$ cat src/ssw_consts.svh
// Constants of the supply supervisor and watchdog: offsets, fields,
// reset values and timing counts.
// Assumes a 50 MHz aclk; the user includes this header once per unit.
// Notes on behaviour
// - Supply below trip asserts threshold flag and resets.
// - Threshold flag releases at once when supply recovers.
// - Resets stay active a full stretch after recovery.
// - Watchdog counts only once both resets are inactive.
// - Kick falling edge clears count, starts new period.
// - Full period without kick trips flag and resets.
// - Trip flag latched low until next kick edge.
// - Open kick input disables watchdog, releases trip flag.
// - Trip flag low while supply below trip point.
// - Watchdog stops counting while supply out of tolerance.
// - Three consecutive low samples at 30 kHz raise interrupt.
// - Interrupt blocked until supply reaches trip point.
// - Only sense input rising releases the interrupt.
// - Interrupt pin floats when supply falls to battery.
// - Power-fail indicator is driven active high.
// - Debounced pushbutton press requests a reset.
// - Reset stretch and timeout use selected timebase.
// - Reset on power-down forces memory enable high.
`ifndef SSW_CONSTS_SVH
`define SSW_CONSTS_SVH

`define SSW_CLK_NS          20
`define SSW_OFF_CTRL        8'h00
`define SSW_OFF_STATUS      8'h04
`define SSW_CTRL_WD_EN      0
`define SSW_CTRL_KICK       1
`define SSW_CTRL_RESET      2'h1
`define SSW_ST_RESET        0
`define SSW_ST_TRIP         1
`define SSW_ST_IRQ          2
`define SSW_ST_SUPPLY_LOW   3
`define SSW_ST_KICK_OPEN    4
`define SSW_ST_BATTERY      5
`define SSW_FIRST_TICKS     20480
`define SSW_LATER_TICKS     5120
`define SSW_RESET_TICKS     641
`define SSW_EW_SAMPLES      2'h3
`define SSW_SAMPLE_NS       33000
`define SSW_SAMPLE_CYCLES   ((`SSW_SAMPLE_NS + `SSW_CLK_NS - 1) / `SSW_CLK_NS)
`define SSW_INT_TICK_NS     156000
`define SSW_INT_TICK_CYCLES ((`SSW_INT_TICK_NS + `SSW_CLK_NS - 1) / `SSW_CLK_NS)
`define SSW_DEBOUNCE_NS     10000000
`define SSW_DEBOUNCE_CYCLES ((`SSW_DEBOUNCE_NS + `SSW_CLK_NS - 1) / `SSW_CLK_NS)

`endif

$ cat src/ssw_pkg.sv
// Types shared by the supply supervisor and watchdog.
// Assumes nothing beyond a SystemVerilog compiler.
package ssw_pkg;
    typedef logic [31:0] ssw_word_type;
    typedef logic [1:0]  ssw_resp_type;
    typedef enum logic [1:0]
    {
        SSW_RESP_OKAY   = 2'b00,
        SSW_RESP_SLVERR = 2'b10
    } ssw_resp_code_type;
endpackage : ssw_pkg

$ cat src/ssw_top.sv
// Supply supervisor, watchdog, early-warning filter and AXI4-Lite slave.
// Assumes all pin inputs are asynchronous and analogue results digital.
//
// The placing of the registers and the AXI4-Lite slave port were chosen for this implementation.
`timescale 1ns/1ns
`include "ssw_consts.svh"

module ssw_top
#(
    parameter int FIRST_TICKS     = `SSW_FIRST_TICKS,
    parameter int LATER_TICKS     = `SSW_LATER_TICKS,
    parameter int RESET_TICKS     = `SSW_RESET_TICKS,
    parameter int INT_TICK_CYCLES = `SSW_INT_TICK_CYCLES,
    parameter int DEBOUNCE_CYCLES = `SSW_DEBOUNCE_CYCLES
)
(
    input  wire logic                  aclk,
    input  wire logic                  aresetn,
    input  wire logic                  ce,
    input  wire logic                  supply_low,
    input  wire logic                  sense_low,
    input  wire logic                  battery_low,
    input  wire logic                  watchdog_kick,
    input  wire logic                  kick_open,
    input  wire logic                  button_n,
    input  wire logic                  timebase_input,
    input  wire logic                  timebase_select,
    input  wire logic                  chip_enable_in_n,
    output logic                       reset_threshold_flag_n,
    output logic                       reset_out_n,
    output logic                       reset_out,
    output logic                       watchdog_trip_flag_n,
    output logic                       ew_irq_n,
    output logic                       ew_irq_oe,
    output logic                       power_fail_flag,
    output logic                       memory_enable_out_n,
    input  wire logic [7:0]            s_axi_awaddr,
    input  wire logic                  s_axi_awvalid,
    output logic                       s_axi_awready,
    input  wire ssw_pkg::ssw_word_type s_axi_wdata,
    input  wire logic [3:0]            s_axi_wstrb,
    input  wire logic                  s_axi_wvalid,
    output logic                       s_axi_wready,
    output ssw_pkg::ssw_resp_type      s_axi_bresp,
    output logic                       s_axi_bvalid,
    input  wire logic                  s_axi_bready,
    input  wire logic [7:0]            s_axi_araddr,
    input  wire logic                  s_axi_arvalid,
    output logic                       s_axi_arready,
    output ssw_pkg::ssw_word_type      s_axi_rdata,
    output ssw_pkg::ssw_resp_type      s_axi_rresp,
    output logic                       s_axi_rvalid,
    input  wire logic                  s_axi_rready
);
    import ssw_pkg::*;

    localparam int NSYNC = 9;
    localparam int SAMPLE_CYCLES = `SSW_SAMPLE_CYCLES;

    function automatic logic fell(input logic prev, input logic cur);
        fell = prev & ~cur;
    endfunction : fell

    // Two-stage synchronisers; only stage two is read by logic.
    logic [NSYNC-1:0] sync1_reg;
    logic [NSYNC-1:0] sync2_reg;
    wire  [NSYNC-1:0] pins = {chip_enable_in_n, timebase_select,
                              timebase_input, button_n, kick_open,
                              watchdog_kick, battery_low, sense_low,
                              supply_low};

    always_ff @(posedge aclk)
    begin
        if (!aresetn)
        begin
            sync1_reg <= 9'h1B8;
            sync2_reg <= 9'h1B8;
        end
        else if (ce)
        begin
            sync1_reg <= pins;
            sync2_reg <= sync1_reg;
        end
    end

    wire sup_low  = sync2_reg[0];
    wire sen_low  = sync2_reg[1];
    wire bat_low  = sync2_reg[2];
    wire kick_s   = sync2_reg[3];
    wire open_s   = sync2_reg[4];
    wire btn_n_s  = sync2_reg[5];
    wire tb_in_s  = sync2_reg[6];
    wire tb_sel_s = sync2_reg[7];
    wire cei_n_s  = sync2_reg[8];

    logic        kick_prev_reg;
    logic        tb_prev_reg;
    logic [15:0] int_div_reg;
    logic [15:0] smp_div_reg;
    logic [19:0] deb_cnt_reg;
    logic        btn_state_reg;
    logic [9:0]  rst_cnt_reg;
    logic        rst_act_reg;
    logic [14:0] wd_cnt_reg;
    logic        wd_first_reg;
    logic        trip_reg;
    logic [1:0]  ew_cnt_reg;
    logic        ew_reg;
    logic [1:0]  ctrl_reg;

    wire hw_kick  = fell(kick_prev_reg, kick_s) & ~open_s;
    logic kick_evt;
    // Low select picks the external clock, high the internal divider.
    wire ext_tick = tb_in_s && !tb_prev_reg;
    wire int_tick = int_div_reg == 16'(INT_TICK_CYCLES - 1);
    wire tick     = tb_sel_s ? int_tick : ext_tick;
    wire smp_tick = smp_div_reg == 16'(SAMPLE_CYCLES - 1);
    wire deb_done = deb_cnt_reg == 20'(DEBOUNCE_CYCLES - 1);
    wire press    = btn_state_reg && !btn_n_s && deb_done;

    // The watchdog only runs outside reset and with the supply good.
    wire wd_run   = ctrl_reg[`SSW_CTRL_WD_EN] && !open_s && !sup_low
                    && !rst_act_reg;
    wire [14:0] wd_lim = wd_first_reg ? 15'(FIRST_TICKS)
                                      : 15'(LATER_TICKS);
    wire expire   = wd_run && tick && !kick_evt
                    && wd_cnt_reg == wd_lim - 15'h0001;
    // A held button keeps reloading the stretch, so the full duration
    // is counted from the settled release.
    wire rst_req  = sup_low || expire || press
                    || !btn_state_reg;

    always_ff @(posedge aclk)
    begin
        if (!aresetn)
        begin
            kick_prev_reg <= 1'b1;
            tb_prev_reg   <= 1'b0;
            int_div_reg   <= 16'h0000;
            smp_div_reg   <= 16'h0000;
        end
        else if (ce)
        begin
            kick_prev_reg <= kick_s;
            tb_prev_reg   <= tb_in_s;
            int_div_reg   <= int_tick ? 16'h0000 : int_div_reg + 16'h0001;
            smp_div_reg   <= smp_tick ? 16'h0000 : smp_div_reg + 16'h0001;
        end
    end

    // The button level must hold a whole window before it counts, so
    // contact bounce only restarts the window.
    always_ff @(posedge aclk)
    begin
        if (!aresetn)
        begin
            deb_cnt_reg   <= 20'h00000;
            btn_state_reg <= 1'b1;
        end
        else if (ce)
        begin
            if (btn_n_s != btn_state_reg && !deb_done)
                deb_cnt_reg <= deb_cnt_reg + 20'h00001;
            else
                deb_cnt_reg <= 20'h00000;
            if (deb_done)
                btn_state_reg <= btn_n_s;
        end
    end

    // Reset stretch: reloaded by every cause, counted down on ticks.
    always_ff @(posedge aclk)
    begin
        if (!aresetn)
        begin
            rst_cnt_reg <= 10'(RESET_TICKS);
            rst_act_reg <= 1'b1;
        end
        else if (ce)
        begin
            if (rst_req)
            begin
                rst_cnt_reg <= 10'(RESET_TICKS);
                rst_act_reg <= 1'b1;
            end
            else if (rst_act_reg && tick)
            begin
                rst_cnt_reg <= rst_cnt_reg - 10'h001;
                if (rst_cnt_reg == 10'h001)
                    rst_act_reg <= 1'b0;
            end
        end
    end

    always_ff @(posedge aclk)
    begin
        if (!aresetn)
        begin
            wd_cnt_reg   <= 15'h0000;
            wd_first_reg <= 1'b1;
            trip_reg     <= 1'b0;
        end
        else if (ce)
        begin
            if (!wd_run || kick_evt || expire)
                wd_cnt_reg <= 15'h0000;
            else if (tick)
                wd_cnt_reg <= wd_cnt_reg + 15'h0001;
            if (rst_act_reg && !expire)
                wd_first_reg <= 1'b1;
            else if (kick_evt || expire)
                wd_first_reg <= 1'b0;
            // A clear arriving with the final tick wins, as expire excludes it.
            if (expire)
                trip_reg <= 1'b1;
            else if (kick_evt || open_s)
                trip_reg <= 1'b0;
        end
    end

    // Early warning filter; a good sample restarts the count.
    always_ff @(posedge aclk)
    begin
        if (!aresetn)
        begin
            ew_cnt_reg <= 2'h0;
            ew_reg     <= 1'b0;
        end
        else if (ce)
        begin
            if (!sen_low)
                ew_cnt_reg <= 2'h0;
            else if (smp_tick && ew_cnt_reg != `SSW_EW_SAMPLES)
                ew_cnt_reg <= ew_cnt_reg + 2'h1;
            if (!sen_low)
                ew_reg <= 1'b0;
            else if (ew_cnt_reg == `SSW_EW_SAMPLES && !sup_low)
                ew_reg <= 1'b1;
        end
    end

    // Every pin output is registered so glitches never reach the board.
    always_ff @(posedge aclk)
    begin
        if (!aresetn)
        begin
            reset_threshold_flag_n <= 1'b0;
            reset_out_n            <= 1'b0;
            reset_out              <= 1'b1;
            watchdog_trip_flag_n   <= 1'b1;
            ew_irq_n               <= 1'b1;
            ew_irq_oe              <= 1'b0;
            power_fail_flag        <= 1'b0;
            memory_enable_out_n    <= 1'b1;
        end
        else if (ce)
        begin
            reset_threshold_flag_n <= !sup_low;
            reset_out_n            <= !rst_req && !rst_act_reg;
            reset_out              <= rst_req || rst_act_reg;
            watchdog_trip_flag_n   <= !(trip_reg || expire || sup_low)
                                      || (open_s && !sup_low);
            ew_irq_n               <= !ew_reg || bat_low;
            ew_irq_oe              <= !bat_low;
            power_fail_flag        <= bat_low;
            memory_enable_out_n    <= cei_n_s || sup_low;
        end
    end

    // AXI4-Lite slave: address and data taken in either order.
    logic       aw_have_reg;
    logic       w_have_reg;
    logic [7:0] waddr_reg;
    logic [1:0] wbits_reg;
    logic       wlane_reg;
    wire  aw_hs   = s_axi_awvalid && s_axi_awready;
    wire  w_hs    = s_axi_wvalid && s_axi_wready;
    wire  do_wr   = aw_have_reg && w_have_reg && !s_axi_bvalid;
    wire  wr_ctrl = waddr_reg == `SSW_OFF_CTRL;
    wire  wr_ok   = wr_ctrl || waddr_reg == `SSW_OFF_STATUS;
    wire  ar_hs   = s_axi_arvalid && s_axi_arready;
    wire  rd_ctrl = s_axi_araddr == `SSW_OFF_CTRL;
    wire  rd_stat = s_axi_araddr == `SSW_OFF_STATUS;
    wire  [31:0] status = {26'h0000000, bat_low, open_s, sup_low,
                           ew_reg, trip_reg, rst_act_reg};
    wire  [31:0] rd_val = rd_ctrl ? {31'h00000000, ctrl_reg[0]}
                        : rd_stat ? status : 32'h00000000;

    assign kick_evt = hw_kick
                      || (do_wr && wr_ctrl && wlane_reg
                          && wbits_reg[`SSW_CTRL_KICK]);

    always_ff @(posedge aclk)
    begin
        if (!aresetn)
        begin
            aw_have_reg   <= 1'b0;
            w_have_reg    <= 1'b0;
            waddr_reg     <= 8'h00;
            wbits_reg     <= 2'h0;
            wlane_reg     <= 1'b0;
            s_axi_awready <= 1'b1;
            s_axi_wready  <= 1'b1;
            s_axi_bvalid  <= 1'b0;
            s_axi_bresp   <= SSW_RESP_OKAY;
            ctrl_reg      <= `SSW_CTRL_RESET;
        end
        else if (ce)
        begin
            if (aw_hs)
            begin
                aw_have_reg   <= 1'b1;
                waddr_reg     <= s_axi_awaddr;
                s_axi_awready <= 1'b0;
            end
            if (w_hs)
            begin
                w_have_reg   <= 1'b1;
                wbits_reg    <= s_axi_wdata[1:0];
                wlane_reg    <= s_axi_wstrb[0];
                s_axi_wready <= 1'b0;
            end
            if (do_wr)
            begin
                s_axi_bvalid <= 1'b1;
                s_axi_bresp  <= wr_ok ? SSW_RESP_OKAY : SSW_RESP_SLVERR;
                if (wr_ctrl && wlane_reg)
                    ctrl_reg[0] <= wbits_reg[0];
            end
            if (s_axi_bvalid && s_axi_bready)
            begin
                s_axi_bvalid  <= 1'b0;
                aw_have_reg   <= 1'b0;
                w_have_reg    <= 1'b0;
                s_axi_awready <= 1'b1;
                s_axi_wready  <= 1'b1;
            end
        end
    end

    always_ff @(posedge aclk)
    begin
        if (!aresetn)
        begin
            s_axi_arready <= 1'b1;
            s_axi_rvalid  <= 1'b0;
            s_axi_rdata   <= 32'h00000000;
            s_axi_rresp   <= SSW_RESP_OKAY;
        end
        else if (ce)
        begin
            if (ar_hs)
            begin
                s_axi_arready <= 1'b0;
                s_axi_rvalid  <= 1'b1;
                s_axi_rdata   <= rd_val;
                s_axi_rresp   <= (rd_ctrl || rd_stat) ? SSW_RESP_OKAY
                                                      : SSW_RESP_SLVERR;
            end
            else if (s_axi_rvalid && s_axi_rready)
            begin
                s_axi_rvalid  <= 1'b0;
                s_axi_arready <= 1'b1;
            end
        end
    end
endmodule : ssw_top

$ cat config.mk
export PLATFORM = sky130hd
export DESIGN_NAME = ssw_top
export DESIGN_NICKNAME = d
export VERILOG_FILES = /design/src/ssw_pkg.sv /design/src/ssw_top.sv
export VERILOG_INCLUDE_DIRS = /design/src
export SDC_FILE = /design/constraint.sdc
export NUM_CORES = 1
export LEC_CHECK = 0
export BUFFER_PORTS_ARGS = -buffer_cell sky130_fd_sc_hd__buf_2
export CORE_UTILIZATION = 45
export CTS_CLUSTER_SIZE = 8
export DETAILED_ROUTE_END_ITERATION = 10
export PLACE_DENSITY = 0.67
export SYNTH_ARGS = -nofsm -noshare
export SYNTH_HDL_FRONTEND = slang
export SYNTH_SLANG_ARGS = --single-unit
export TNS_END_PERCENT = 5
$ cat constraint.sdc
create_clock -name aclk -period 2.6 [get_ports aclk]
set_input_delay 0.13 -clock aclk [delete_from_list [all_inputs] [get_ports aclk]]
set_output_delay 0.13 -clock aclk [all_outputs]
set_load 0.02 [all_outputs]
Yosys cells after proc, flatten, opt, wreduce, memory -nomap -nowiden
Index checks and enable logic that the tools add are counted.
{ "totals": {"register_bits": 167, "in_bits": 69, "out_inout_bits": 49, "elab_cells": 184} }
{ "classes": {"add_sub_neg": 7, "n_eq_ne": 12, "n_mux": 38, "n_bitwise": 4, "reduce_logical": 86} }
{ "ops": {"columns": ["operator", "count"], "rows": [
  ["two-way mux 15 bit", 3],
  ["adder 16 x 1 -> 16 bit, second input constant", 2],
  ["two-way mux 16 bit", 2],
  ["AND reduction 2 bit", 15],
  ["logical AND 1 bit", 27],
  ["two-way mux 1 bit", 24],
  ["adder 20 x 1 -> 20 bit, second input constant", 1],
  ["== test 20 x 19 -> 1 bit, second input constant", 1],
  ["two-way mux 10 bit", 2],
  ["two-way mux 20 bit", 1],
  ["nonzero test 2 bit", 9],
  ["== test 16 x 11 -> 1 bit, second input constant", 1],
  ["== test 16 x 13 -> 1 bit, second input constant", 1],
  ["== test 8 x 3 -> 1 bit, second input constant", 2],
  ["logical NOT 8 bit", 2],
  ["logical OR 1 bit", 16],
  ["adder 15 x 1 -> 15 bit, second input constant", 1],
  ["== test 15 bit", 1],
  ["logical NOT 1 bit", 15],
  ["subtractor 15 x 1 -> 15 bit, second input constant", 1],
  ["two-way mux 6 bit", 2],
  ["== test 10 x 1 -> 1 bit, second input constant", 1],
  ["subtractor 10 x 1 -> 10 bit, second input constant", 1],
  ["two-way mux 2 bit", 4],
  ["8 further kinds", 12]
]} }

Longest topological paths before layout
Gate-level depths: netlist (run 1).
{ "logic_depth": {"depth_word": 14, "depth_mapped": 9} }

Worst setup path before layout (run 1)
Ideal clock, no wire load.
{ "synth_timing": {"path_type": "flip-flop to flip-flop", "start": "register int_div_reg[0]", "end": "register rst_cnt_reg[9]", "arrival_ps": 2253, "path_slack_ps": 215, "stages_incl_launch_ff": 9, "n_path_buf": 1, "synth_period_minus_slack_ps": 2385, "path_cell_list": "dfxtp_1 ha_1 nor4bb_1 and4_1 o21ai_0 o211a_2 clkbuf_1 nor3_1 or3b_2"} }
{ "synth_between": {"elab_chain_len": 10, "word_cells_on_any_way": 12, "cone_classes": "1 x eq/ne; 2 x mux; 9 x reduce/logical"} }
{ "synth_lines": {"columns": ["item", "line", "text"], "rows": [
  ["start, declared", "ssw_top.sv:98", "logic [15:0] int_div_reg;"],
  ["start signal, assigned", "ssw_top.sv:146", "int_div_reg <= int_tick ? 16'h0000 : int_div_reg + 16'h0001;"],
  ["== test 16 x 13 -> 1 bit (*)", "ssw_top.sv:115", "wire int_tick = int_div_reg == 16'(INT_TICK_CYCLES - 1);"],
  ["two-way mux 1 bit (*)", "ssw_top.sv:116", "wire tick = tb_sel_s ? int_tick : ext_tick;"],
  ["logical AND 1 bit (2 in series)", "ssw_top.sv:126", "wire expire = wd_run && tick && !kick_evt"],
  ["logical AND 1 bit", "ssw_top.sv:127", "&& wd_cnt_reg == wd_lim - 15'h0001;"],
  ["logical OR 1 bit (2 in series)", "ssw_top.sv:130", "wire rst_req = sup_low || expire || press"],
  ["logical OR 1 bit", "ssw_top.sv:131", "|| !btn_state_reg;"],
  ["nonzero test 2 bit (no line)", null, null],
  ["AND reduction 2 bit (no line)", null, null],
  ["end signal, assigned", "ssw_top.sv:176", "rst_cnt_reg <= 10'(RESET_TICKS);"],
  ["end signal, assigned", "ssw_top.sv:183", "rst_cnt_reg <= 10'(RESET_TICKS);"],
  ["end signal, assigned", "ssw_top.sv:188", "rst_cnt_reg <= rst_cnt_reg - 10'h001;"],
  ["end, declared", "ssw_top.sv:102", "logic [9:0] rst_cnt_reg;"]
]} }
Mark *: on every way between the ends. The rest lies on a longest branch, timed or not.
A chain may end at the register's enable or synchronous reset.

Worst setup path in the final report (run 1)
{ "layout_timing": {"start": "register deb_cnt_reg[6]", "end": "register rst_cnt_reg[9]"} }
{ "layout_between": {"elab_chain_len": 6, "word_cells_on_any_way": 7, "cone_classes": "1 x eq/ne; 1 x mux; 5 x reduce/logical"} }
{ "layout_lines": {"columns": ["item", "line", "text"], "rows": [
  ["start, declared", "ssw_top.sv:100", "logic [19:0] deb_cnt_reg;"],
  ["start signal, assigned", "ssw_top.sv:163", "deb_cnt_reg <= deb_cnt_reg + 20'h00001;"],
  ["== test 20 x 19 -> 1 bit (*)", "ssw_top.sv:118", "wire deb_done = deb_cnt_reg == 20'(DEBOUNCE_CYCLES - 1);"],
  ["logical AND 1 bit (*)", "ssw_top.sv:119", "wire press = btn_state_reg && !btn_n_s && deb_done;"],
  ["logical OR 1 bit (*)", "ssw_top.sv:130", null],
  ["logical OR 1 bit (*)", "ssw_top.sv:131", null],
  ["nonzero test 2 bit (no line)", null, null],
  ["AND reduction 2 bit (no line)", null, null]
]} }
Marks and branches as above.

==> results.txt, run 1 <==
The flow ran to the end, and the final reports show no timing, DRC or antenna violations. The tightest min-delay check is of the input port to flop type. The share of flip-flops with an asynchronous set or reset after synthesis came out at 0%. The total negative slack is 0 ps. The overall global routing resource usage came out at 19.56%. The sequential element share of the synthesized area is 44.22%. The core occupancy in the finished layout is 56.64%.

The number of global-route vias before repair is 5066. The area of the core is 13450 um2. The mapped netlist covers 6292 um2. The count of vias placed by the detailed router is 5198. The static leakage came out at 2.986 nW. The power density over the cells is 658.2 nW/um2. The H-tree was split into 4 levels. The number of failing hold endpoints at the final stage is 0. The total of warnings raised by yosys is 0.

The setup skew after layout is 8.020 ps. The total DRC errors in the routed layout came out at 0. Clock-pin slew was measured on the worst setup and hold paths at 60 ps. The most area-hungry cell type in the Yosys netlist is dfxtp_1. The worst setup path is captured at a flop.

The post-placement cell area came out at 6751 um2. The width of the die came out at 120.3 um. The number of diodes came out at 0.

The post-synthesis cell count came out at 717. The most repeated cell in the gate-level netlist after synthesis is dfxtp_1. The post-route fraction of the period consumed by the critical path came out at 97.15%. The critical path startpoint category is a flop. The largest stage delay on the critical path came out at 580 ps. For the pin with the worst max-slew slack, the measured transition is 763.9 ps. The number of max-capacitance violations reported is 0. The relative slew slack came out at 49.07%.

The count of final setup violators came out at 0. The number of detailed-route iterations in the first pass came out at 5. In this run the clock root is driven by a clkbuf_16. After synthesis, the cell types taking the most area are dfxtp_1 44%, nand2_1 4.8%, nor2_1 4.3%, mux2i_1 4.1%, xor2_1 3.9%.

The number of primary I/O pins came out at 118. The placed wire-length estimate after detailed placement is 9.104 mm. The initial cell density of the core came out at 46.77%.

Counting tap cells, the placed design contains a total of 944 instances. The average wire per cell in the routed design came out at 13.33 um. The number of flops mapped to enable cells by yosys is 0. The number of nets in the final layout is 887.

The post-detailed-route count of antenna-violating nets came out at 0. The global placer's final weighted congestion came out at 0.8207. In the synthesized netlist the dominant register cell turns out to be dfxtp_1. The die is 120.3 um tall. The final design instance area without fill is 7620 um2. The number of storage elements in the synthesis netlist came out at 139. The non-filler instance count after layout came out at 998. The maximum number of pins on one net before global-route repair is 45. A synthesized cell averages 8.776 um2. At the worst endpoint, the arrival time is 2820 ps. The remaining global-route overflow is 0. The synthesis-to-finish area growth came out at 21.10%. Input and output buffers added on the ports amount to 56. The TritonCTS buffer count is 17. The critical path goes through or4b_1 -> nor4_4 -> a41oi_2 -> o211a_4 -> buf_4 -> o21ai_0 -> or3b_2. Ranked by instance count, the synthesized netlist is headed by 139 x dfxtp_1, 80 x nand2_1, 72 x nor2_1.

The peak supply drop came out at 0.5099 mV. The highest net fanout along the worst path is 8. The number of standard-cell rows in the floorplan is 42. Post-CTS timing repair inserted 0 buffers for setup. The TritonCTS sink count is 139. The required time reported for the critical path endpoint came out at 2890 ps. The latest clock arrival within the worst-skew pair came out at 420 ps. The maximum operating frequency is 395.9 MHz. The wire length of the first global-routing pass is 22.78 mm. The number of DRC markers after the initial detailed-route iteration is 233. TritonCTS built the clock tree. The final critical path time including I/O delays and setup is 2526 ps. The die covers 14460 um2. The final layout contains routed wiring with a total length of 13.30 mm.

The flip-flop count of the largest register, all copies and words added came out at 20. After detailed routing, the number of vias per cell comes to 5.208. The final max-slew violation count was 0. The maximum clock path buffer count came out at 2. The slowest stage of the critical path is the or4b_1 cell.

The initial antenna violation count is 0. The netlist uses 57 different library cells. The critical path in this run is classified as flop to flop.

The share of the synthesized area in the top cell type came out at 44.22%. The fraction of final layout cells with drive strength greater than 1 came out at 14.84%.
==> cell families after synthesis <==
| group | after synthesis | share of synthesized area (%) |
|---|---|---|
| AOI/OAI and AO/OA | 108 | 10.98 |
| xor gates and xnor gates | 48 | 6.681 |
| adders and majority gates | 9 | 1.790 |
| buffers and inverters | 65 | 5.607 |
| DFF | 139 | 44.22 |
| muxes | 28 | 4.494 |
| other | 1 | 0.05960 |
| and+or+nand+nor | 319 | 26.17 |
==> layout make-up <==
type,count,area (um2)
clock inverters,10,136.4
fillers,1219,5833
clock buffers,22,484.2
repair buffers,101,673.1
inverters,10,37.54
multi-input cells,540,3286
flip-flops and latches,139,2783
well taps,176,220.2
==> placed cells by master, fill, tap and decap left out, types with 5 or more instances in the layout <==
cell	Yosys	routed
and4_1	6	5
nand4_1	16	16
o31ai_1	6	6
xnor2_1	20	20
a21boi_0	11	10
nor2_1	72	72
ha_1	9	8
or4_1	10	10
a21oi_1	28	28
nand2_1	80	80
nor3_1	13	13
mux2i_1	26	26
o21ai_0	28	28
o211ai_1	5	5
buf_2	3	56
conb_1	1	28
and2_1	7	7
or3_1	20	20
xor2_1	28	28
clkbuf_16	0	17
and3_1	14	14
dfxtp_1	139	139
a22oi_1	7	7
nand3_1	25	25
buf_4	28	23
dlygate4sd3_1	0	22
inv_1	10	10
nor2b_1	28	28
==> routing by layer <==
metal / track usage, % / share of wire [%]
met5: 0 / 0
met4: 6.867 / 1.2
met3: 5.660 / 3.5
met2: 33.23 / 49
met1: 23.50 / 46
==> critical path, delay by kind of cell, from the launching register on <==
kind | cells | cell delay, ps
simple gates | 3 | 1370
compound gates | 3 | 570
flops | 1 | 310
buf+inv | 1 | 140
==> path summary, 6_finish.rpt <==
check | startpoint | end | slack (ps) | cells after the start
max | deb_cnt_reg[6] | rst_cnt_reg[9] | 70 | 7
min | s_axi_rready | s_axi_arready | 40 | 3
max reg2reg | deb_cnt_reg[6] | rst_cnt_reg[9] | 70 | 7
min reg2reg | w_have_reg | w_have_reg | 450 | 2
==> stage by stage <==
stage | total power, mW | hold WS (ps) | setup slack, ps
3_5_place_dp | 2.537 | 350.8 | 49.70
4_1_cts | 5.076 | 14.64 | 41.23
5_1_grt | 5.214 | 55.13 | -6.730
2_1_floorplan | 2.474 | 258.4 | 215.0
6_report | 5.015 | 38.33 | 74.20
3_3_place_gp | 2.525 | 346.8 | 66.96
==> what timing repair did <==
action,4_1_cts,5_1_grt
gates resized for setup,0,6
endpoints found under the hold margin,22,0
setup endpoints to repair,0,4
hold buffers,22,0
==> report_power, final <==
group | total (mW) | switching, mW | internal [mW] | leakage [nW]
clock network | 2.50 | 0.889 | 1.61 | 0.299
registers | 2.21 | 0.0318 | 2.18 | 1.13
logic | 0.313 | 0.185 | 0.128 | 1.56
total | 5.02 | 1.11 | 3.91 | 2.99
Power figures use the tool's default switching activity.
==> inputs of run 2 (changes only) <==
--- a/config.mk
+++ b/config.mk
@@ -6,11 +6,13 @@
 export SDC_FILE = /design/constraint.sdc
 export NUM_CORES = 1
 export LEC_CHECK = 0
+export ABC_AREA = 1
 export BUFFER_PORTS_ARGS = -buffer_cell sky130_fd_sc_hd__buf_2
 export CORE_UTILIZATION = 45
 export CTS_CLUSTER_SIZE = 8
 export DETAILED_ROUTE_END_ITERATION = 10
-export PLACE_DENSITY = 0.67
+export PLACE_DENSITY = 0.66
+export SLEW_MARGIN = 20
 export SYNTH_ARGS = -nofsm -noshare
 export SYNTH_HDL_FRONTEND = slang
 export SYNTH_SLANG_ARGS = --single-unit
==> constraint.sdc (replaced) <==
create_clock -name aclk -period 3.1 [get_ports aclk]
set_input_delay 0.155 -clock aclk [delete_from_list [all_inputs] [get_ports aclk]]
set_output_delay 0.155 -clock aclk [all_outputs]
set_load 0.02 [all_outputs]
==> run 2 against run 1 <==
- combinational power down 2%
- cell area increased by 2.5%
- setup slack better by 1100 ps
- clock power decreased by 24%
- maximum frequency is 34% higher
- non-clock buffer count decreased by 24
- critical path type unchanged
- critical endpoint is now wd_cnt_reg[10]
- highest routed layer unchanged
==> results.txt, run 2 <==
The reg-to-reg critical path startpoint is int_div_reg[0] (was deb_cnt_reg[6]). The count of final setup violators came out at 0 (unchanged). The final max-slew violation count came out at 0 (unchanged). The initial antenna violation count came out at 0 (unchanged). The internal power came out at 3.072 mW (was 3.910 mW). The worst path arrival time came out at 2200 ps (was 2820 ps).

The share of the synthesized area in the top cell type came to 41.09% (was 44.22%). The area fraction in compound gates after synthesis came out at 10.71% (was 10.98%). The static leakage was 3.170 nW (was 2.986 nW). The overall global routing resource usage came out at 19.19% (was 19.56%). The post-detailed-route count of antenna-violating nets came to 0 (unchanged). The area of the core came out at 14590 um2 (was 13450 um2).

The number of global-route vias before repair came out at 5470 (was 5066). The most repeated cell in the gate-level netlist after synthesis is nand2_1 (was dfxtp_1). The latest clock arrival within the worst-skew pair came out at 420 ps (about the same).

The global placer's final weighted congestion came out at 0.8276 (was 0.8207). The most frequently used flop master after synthesis is dfxtp_1 (unchanged). The TritonCTS sink count is 139 (unchanged). The CTS tree is yes (unchanged). The clock root buffer was clkbuf_16 (unchanged). The ratio of routed vias to standard cells is 4.925 (was 5.208).

The number of max-capacitance violations reported is 0 (unchanged). The maximum operating frequency was 532.1 MHz (was 395.9 MHz). The relative slew slack came out at 53.89% (was 49.07%).

The count of vias placed by the detailed router is 5920 (was 5198). The final design instance area without fill was 7809 um2 (was 7620 um2). The share of total power in combinational logic is 7.6% (was 6.2%). The TritonCTS buffer count is 17 (unchanged). The worst path buffer plus inverter count is 2 (was 1). The die boundary height came out at 124.7 um (was 120.3 um).

The cell area after technology mapping is 6773 um2 (was 6292 um2). The nature of the critical path endpoint is a flop (unchanged). The final setup slack of the worst path came to 1221 ps (was 74.20 ps). The peak supply drop came out at 0.3683 mV (was 0.5099 mV). The most common cell after layout, fill and taps aside is nand2_1 (was dfxtp_1). The H-tree depth reported by CTS is 4 (unchanged). The highest-delay cell along the critical path is dfxtp_1 (was or4b_1). The type of the worst setup path is flop to flop (unchanged). The total chip power is 4.077 mW (was 5.015 mW). The most area-hungry cell type in the Yosys netlist is dfxtp_1 (unchanged). The power density over the cells came out at 522.1 nW/um2 (was 658.2 nW/um2). The average wire per cell in the routed design is 11.98 um (was 13.33 um). The maximum number of pins on one net before global-route repair came to 38 (was 45). Most instantiated cells after synthesis: 177 x nand2_1, 139 x dfxtp_1, 123 x nor2_1, 97 x inv_1 (was 139 x dfxtp_1, 80 x nand2_1, 72 x nor2_1).

Cells traversed along the worst timing path: ha_1 -> nand3_1 -> nor2_2 -> nand3_2 -> nand2_4 -> inv_2 -> nand2_4 -> nand2_4 -> clkinv_2 -> nor2_1 -> o21a_1 (was or4b_1 -> nor4_4 -> a41oi_2 -> o211a_4 -> buf_4 -> o21ai_0 -> or3b_2). The post-synthesis mux area share came out at 0% (was 4.494%). Status: finished, final reports clean (unchanged).

The number of failing hold endpoints at the final stage came out at 0 (unchanged). The width of the die came to 124.7 um (was 120.3 um). The number of library cell types mapped by synthesis is 47 (was 57). The pre-CTS setup slack is 1074 ps (was 49.70 ps).

The synthesis-to-finish area growth came out at 15.30% (was 21.10%). The minimum hold slack came out at 7.001 ps (was 38.33 ps). The number of I/O port buffers is 56 (unchanged). The total negative slack came out at 0 ps (unchanged). The adder-cell share of the synthesized area came out at 1.663% (was 1.790%). The worst min-delay path startpoint is watchdog_kick (was s_axi_rready). The remaining global-route overflow came out at 0 (unchanged).

The number of DRC markers after the initial detailed-route iteration is 296 (was 233). The number of diodes came out at 0 (unchanged). Area contributors post-synth: dfxtp_1 41%, nand2_1 9.8%, nor2_1 6.8%, a21oi_1 5.6%, nand3_1 5.6% (was dfxtp_1 44%, nand2_1 4.8%, nor2_1 4.3%, mux2i_1 4.1%, xor2_1 3.9%). The sequential element share of the synthesized area is 41.09% (was 44.22%). The post-route fraction of the period consumed by the critical path is 60.63% (was 97.15%). The required time reported for the critical path endpoint is 3420 ps (was 2890 ps).

The post-synthesis share of cell area spent on xor and xnor gates is 3.621% (was 6.681%). The share of flip-flops with an asynchronous set or reset after synthesis is 0% (unchanged). The area of the die came out at 15550 um2 (was 14460 um2). The class of the most critical hold timing path is input port to flop (unchanged). The flip-flop count of the largest register, all copies and words added was 20 (unchanged). The placed wire-length estimate after detailed placement is 9.999 mm (was 9.104 mm). The clock share of power is 46.6% (was 49.8%).

The number of primary I/O pins was 118 (unchanged). The average cell area after synthesis came to 7.236 um2 (was 8.776 um2). The number of flops mapped to enable cells by yosys is 0 (unchanged). The total DRC errors in the routed layout is 0 (unchanged). The post-synthesis cell count is 936 (was 717). The buffers inserted during post-CTS setup optimization came out at 0 (unchanged).

The setup skew after layout was 7.272 ps (was 8.020 ps). The highest net fanout along the worst path came to 14 (was 8). The largest stage delay on the critical path is 360 ps (was 580 ps). The total wire length after detailed routing is 14.40 mm (was 13.30 mm). The sequential power share came out at 45.8% (was 44.0%). The combinational family with the most area after synthesis is simple AND/OR/NAND/NOR gates (unchanged).

The total of warnings raised by yosys is 0 (unchanged). The fraction of the mapped netlist area in simple logic gates came out at 32.31% (was 26.17%). The number of storage elements in the synthesis netlist is 139 (unchanged). The initial cell density of the core came out at 46.42% (was 46.77%).

The number of standard-cell rows in the floorplan is 44 (was 42). The transition at the pin with the smallest max-transition slack is 686.3 ps (was 763.9 ps). Setup repair after global routing left no endpoint under its margin. The launching element of the worst setup path is int_div_reg[0] (was deb_cnt_reg[6]). The fraction of final layout cells with drive strength greater than 1 came out at 13.95% (was 14.84%). The final critical path time including I/O delays and setup is 1879 ps (was 2526 ps). The post-placement cell area is 7103 um2 (was 6751 um2). Counting stages on the worst path, the most repeated cell is nand2_4. The number of detailed-route iterations in the first pass is 5 (unchanged).

The fraction of power spent switching nets came to 24.66% (was 22.04%). Highest-count cells in the layout ignoring fill and taps: 177 x nand2_1, 139 x dfxtp_1, 123 x nor2_1 (was 139 x dfxtp_1, 80 x nand2_1, 72 x nor2_1). The critical path startpoint category is a flop (unchanged). The wire length of the first global-routing pass is 24.49 mm (was 22.78 mm). The clock input transition at the sequential cells of the worst setup and hold paths came out at 60 ps (about the same).

The final-layout fill cell count is 1429 (was 1219). The number of nets in the final layout is 1083 (was 887). The maximum clock path buffer count is 2 (unchanged).

The total net switching power came out at 1.005 mW (was 1.106 mW). The gate family responsible for the most delay along the worst path is simple AND/OR/NAND/NOR gates (unchanged).
run 2: cell families after synthesis:
| logic type | after synthesis |
|---|---|
| xor+xnor | 28 |
| buf+inv | 157 |
| other cells | 1 |
| simple gates | 471 |
| flops | 139 |
| compound gates | 131 |
| fa+ha+maj | 9 |
run 2: timing repair:
action                                 CTS  global route
gates resized for setup                  0             0
endpoints found under the hold margin   15             0
hold buffers                            15             0
run 2: stage by stage:
| stage | utilization [%] | instances |
|---|---|---|
| global placement | 48.69 | 1155 |
| floorplan | - | 963 |
| detailed placement | 48.69 | 1155 |
| finish | 53.52 | 1202 |
| CTS | 53.52 | 1202 |
| global route | 53.52 | 1202 |
run 2: final cells by class:
class	count	area, um2	share of cell area, %
Multi-Input combinational cell	667	3377	43.25
Sequential cell	139	2783	35.64
Timing Repair Buffer	77	475.5	6.089
Clock buffer	20	456.7	5.848
Inverter	103	387.9	4.967
Tap cell	184	230.2	2.948
Clock inverter	12	98.84	1.266
run 2: power by group through the flow:
stage | Combinational [mW] | Clock [mW] | Sequential (mW)
6_report | 0.308 | 1.90 | 1.87
5_1_grt | 0.344 | 2.02 | 1.87
4_1_cts | 0.309 | 1.95 | 1.87
3_5_place_dp | 0.293 | 0 | 1.91
3_3_place_gp | 0.291 | 0 | 1.91
2_1_floorplan | 0.228 | 0 | 1.91
run 2: path summary, 6_finish.rpt:
check	to	slack, ps	cells past startpoint
min reg2reg	wbits_reg[0]	450	2
max	wd_cnt_reg[10]	1220	11
max reg2reg	wd_cnt_reg[10]	1220	11
min	sync1_reg[3]	7	3
run 2: worst register-to-register path, cell delays in order, from the launching register on:
cell	delay, ps
dfxtp_1	360
ha_1	230
nand3_1	100
nor2_2	150
nand3_2	110
nand2_4	120
inv_2	70
nand2_4	70
nand2_4	120
clkinv_2	210
nor2_1	70
o21a_1	180
run 2: metal layers:
metal | global-route usage, % | wire length, um | up-vias
li1 | - | - | 3131
met1 | 24.79 | 6969 | 2664
met2 | 30.81 | 6640 | 110
met3 | 4.553 | 625 | 15
met4 | 7.442 | 165 | 0
met5 | 0 | 0 | -
==> inputs of run 3 (changes only) <==
==> constraint.sdc (replaced) <==
create_clock -name aclk -period 1.85 [get_ports aclk]
set_input_delay 0.0925 -clock aclk [delete_from_list [all_inputs] [get_ports aclk]]
set_output_delay 0.0925 -clock aclk [all_outputs]
set_load 0.02 [all_outputs]
==> run 3 against run 2 <==
- non-clock buffer count increased by 35
- setup slack got worse by 1100 ps
- critical endpoint unchanged
- clock skew increased by 1.7 ps
- clock power increased by 72%
==> results.txt, run 3 (synthesis results as in run 2) <==
The post-detailed-route count of antenna-violating nets is 0 (unchanged). The power density over the cells came out at 848.3 nW/um2 (was 522.1 nW/um2). The critical path startpoint category is a flop (unchanged).

The area of the core is 14590 um2 (unchanged). The die boundary height was 124.7 um (unchanged). The CTS tree is yes (unchanged).

The number of primary I/O pins is 118 (unchanged). The maximum number of pins on one net before global-route repair came out at 33 (was 38). The clock root buffer is clkbuf_16 (unchanged).

The number of detailed-route iterations in the first pass came out at 4 (was 5). The initial cell density of the core came to 46.42% (unchanged). The global placer's final weighted congestion is 0.8643 (was 0.8276). The initial antenna violation count is 0 (unchanged). The final-layout fill cell count came out at 1341 (was 1429). The required time reported for the critical path endpoint is 2170 ps (was 3420 ps). The highest net fanout along the worst path came out at 12 (was 14). The number of max-capacitance violations reported came out at 0 (unchanged). The worst path arrival time is 2060 ps (was 2200 ps).

The peak supply drop is 0.6868 mV (was 0.3683 mV). The overall global routing resource usage came out at 20.18% (was 19.19%). The total chip power is 6.968 mW (was 4.077 mW).

The TritonCTS buffer count is 17 (unchanged). The flip-flop count of the largest register, all copies and words added is 20 (unchanged). The most common cell after layout, fill and taps aside is nand2_1 (unchanged). The launching element of the worst setup path is int_div_reg[0] (unchanged). The post-placement cell area is 7316 um2 (was 7103 um2). The fraction of final layout cells with drive strength greater than 1 came out at 17.09% (was 13.95%). The count of vias placed by the detailed router is 6057 (was 5920). Setup repair after global routing missed its margin: yes (was no). The wire length of the first global-routing pass is 25.56 mm (was 24.49 mm). The clock input transition at the sequential cells of the worst setup and hold paths is 60 ps (about the same). The reg-to-reg critical path startpoint was int_div_reg[0] (unchanged). Highest-count cells in the layout ignoring fill and taps: 176 x nand2_1, 138 x dfxtp_1, 120 x nor2_1 (was 177 x nand2_1, 139 x dfxtp_1, 123 x nor2_1). The number of nets in the final layout is 1118 (was 1083). The number of I/O port buffers is 56 (unchanged).

The maximum clock path buffer count came out at 2 (unchanged). The final setup slack of the worst path was 108.8 ps (was 1221 ps). The TritonCTS sink count came out at 139 (unchanged). The remaining global-route overflow is 0 (unchanged). The number of standard-cell rows in the floorplan came out at 44 (unchanged). The area of the die came out at 15550 um2 (unchanged). The final critical path time including I/O delays and setup is 1741 ps (was 1879 ps).

Status: finished, final reports clean (unchanged). The nature of the critical path endpoint is a flop (unchanged). The total wire length after detailed routing is 15.11 mm (was 14.40 mm). The number of failing hold endpoints at the final stage is 0 (unchanged). The ratio of routed vias to standard cells is 4.897 (was 4.925).

The class of the most critical hold timing path was input port to flop (unchanged). The number of diodes is 0 (unchanged). The H-tree depth reported by CTS came to 4 (unchanged). The setup skew after layout is 8.952 ps (was 7.272 ps). The synthesis-to-finish area growth is 21.28% (was 15.30%).

The latest clock arrival within the worst-skew pair came out at 420 ps (about the same). The core occupancy in the finished layout came out at 56.30% (was 53.52%). The static leakage came out at 3.387 nW (was 3.170 nW).

The final design instance area without fill is 8214 um2 (was 7809 um2). The type of the worst setup path is flop to flop (unchanged). The pre-CTS setup slack is 63.49 ps (was 1074 ps). The worst min-delay path startpoint was s_axi_rready (was watchdog_kick). The placed wire-length estimate after detailed placement was 10.59 mm (was 9.999 mm). The width of the die is 124.7 um (unchanged). The maximum operating frequency came out at 574.3 MHz (was 532.1 MHz). The number of DRC markers after the initial detailed-route iteration is 342 (was 296).

The total DRC errors in the routed layout came out at 0 (unchanged). The final max-slew violation count was 0 (unchanged). The post-route fraction of the period consumed by the critical path came out at 94.12% (was 60.63%). The number of global-route vias before repair is 5611 (was 5470). The count of final setup violators came out at 0 (unchanged). The average wire per cell in the routed design is 12.22 um (was 11.98 um).
run 3: changes by cell type in the layout (fill, tap and decap cells not counted), sizes merged:
cell | before | now
inv | 102 | 103
clkinvlp | 1 | 2
buf | 62 | 88
clkbuf | 20 | 19
dlygate4sd3 | 15 | 24
bufinv | 1 | 2
clkinv | 11 | 9
run 3: what timing repair did:
item,CTS,global route
hold endpoints to repair,27,0
endpoints found under the setup margin,0,31
buffers inserted,0,1
gates resized for setup,0,21
hold buffers,24,0
run 3: stage by stage:
stage          hold slack [ps]  cells  TNS, ps
2_1_floorplan            214.6    963        0
3_3_place_gp             338.3   1180        0
3_5_place_dp             338.1   1180        0
4_1_cts                  26.46   1236        0
5_1_grt                  49.34   1237   -56.11
6_report                 42.38   1237        0
run 3: worst paths after layout:
| path | cells past startpoint | end | slack [ps] |
|---|---|---|---|
| setup / recovery | 11 | wd_cnt_reg[10] | 110 |
| hold / removal | 5 | s_axi_arready | 40 |
| hold reg to reg | 2 | wbits_reg[0] | 450 |
| setup reg to reg | 11 | wd_cnt_reg[10] | 110 |
run 3: metal layers:
layer | GRT usage (%) | vias to the layer above | wire [um]
met3 | 5.369 | 12 | 545
li1 | - | 3192 | -
met4 | 6.662 | 0 | 193
met1 | 26.12 | 2760 | 7443
met5 | 0 | - | 0
met2 | 32.40 | 93 | 6931
run 3: layout make-up:
type                       count  area [um2]  share of cell area [%]
sequential                   139        2784                   33.89
clock inverter                13       127.6                   1.554
tap                          184       230.2                   2.803
multi-input combinational    667        3462                   42.15
clock buffer                  19       432.9                   5.270
timing repair buffer         112       785.8                   9.566
inverter                     103       391.6                   4.768
run 3: critical path, stage by stage (launching register included):
cell     delay (ps)
dfxtp_1         350
ha_2            210
nand3_1          90
nor2_2          140
nand3_2         120
nand2_4         130
inv_2            60
nand2_4          60
nand2_4         100
inv_6           140
nor2_1           50
o21a_1          170
run 3: report_power, final:
group | switching (mW) | leakage, nW | internal [mW] | total [mW]
registers | 0.0504 | 1.13 | 3.08 | 3.13
clock network | 1.29 | 0.276 | 1.97 | 3.26
logic | 0.372 | 1.98 | 0.210 | 0.582
total | 1.71 | 3.39 | 5.25 | 6.97
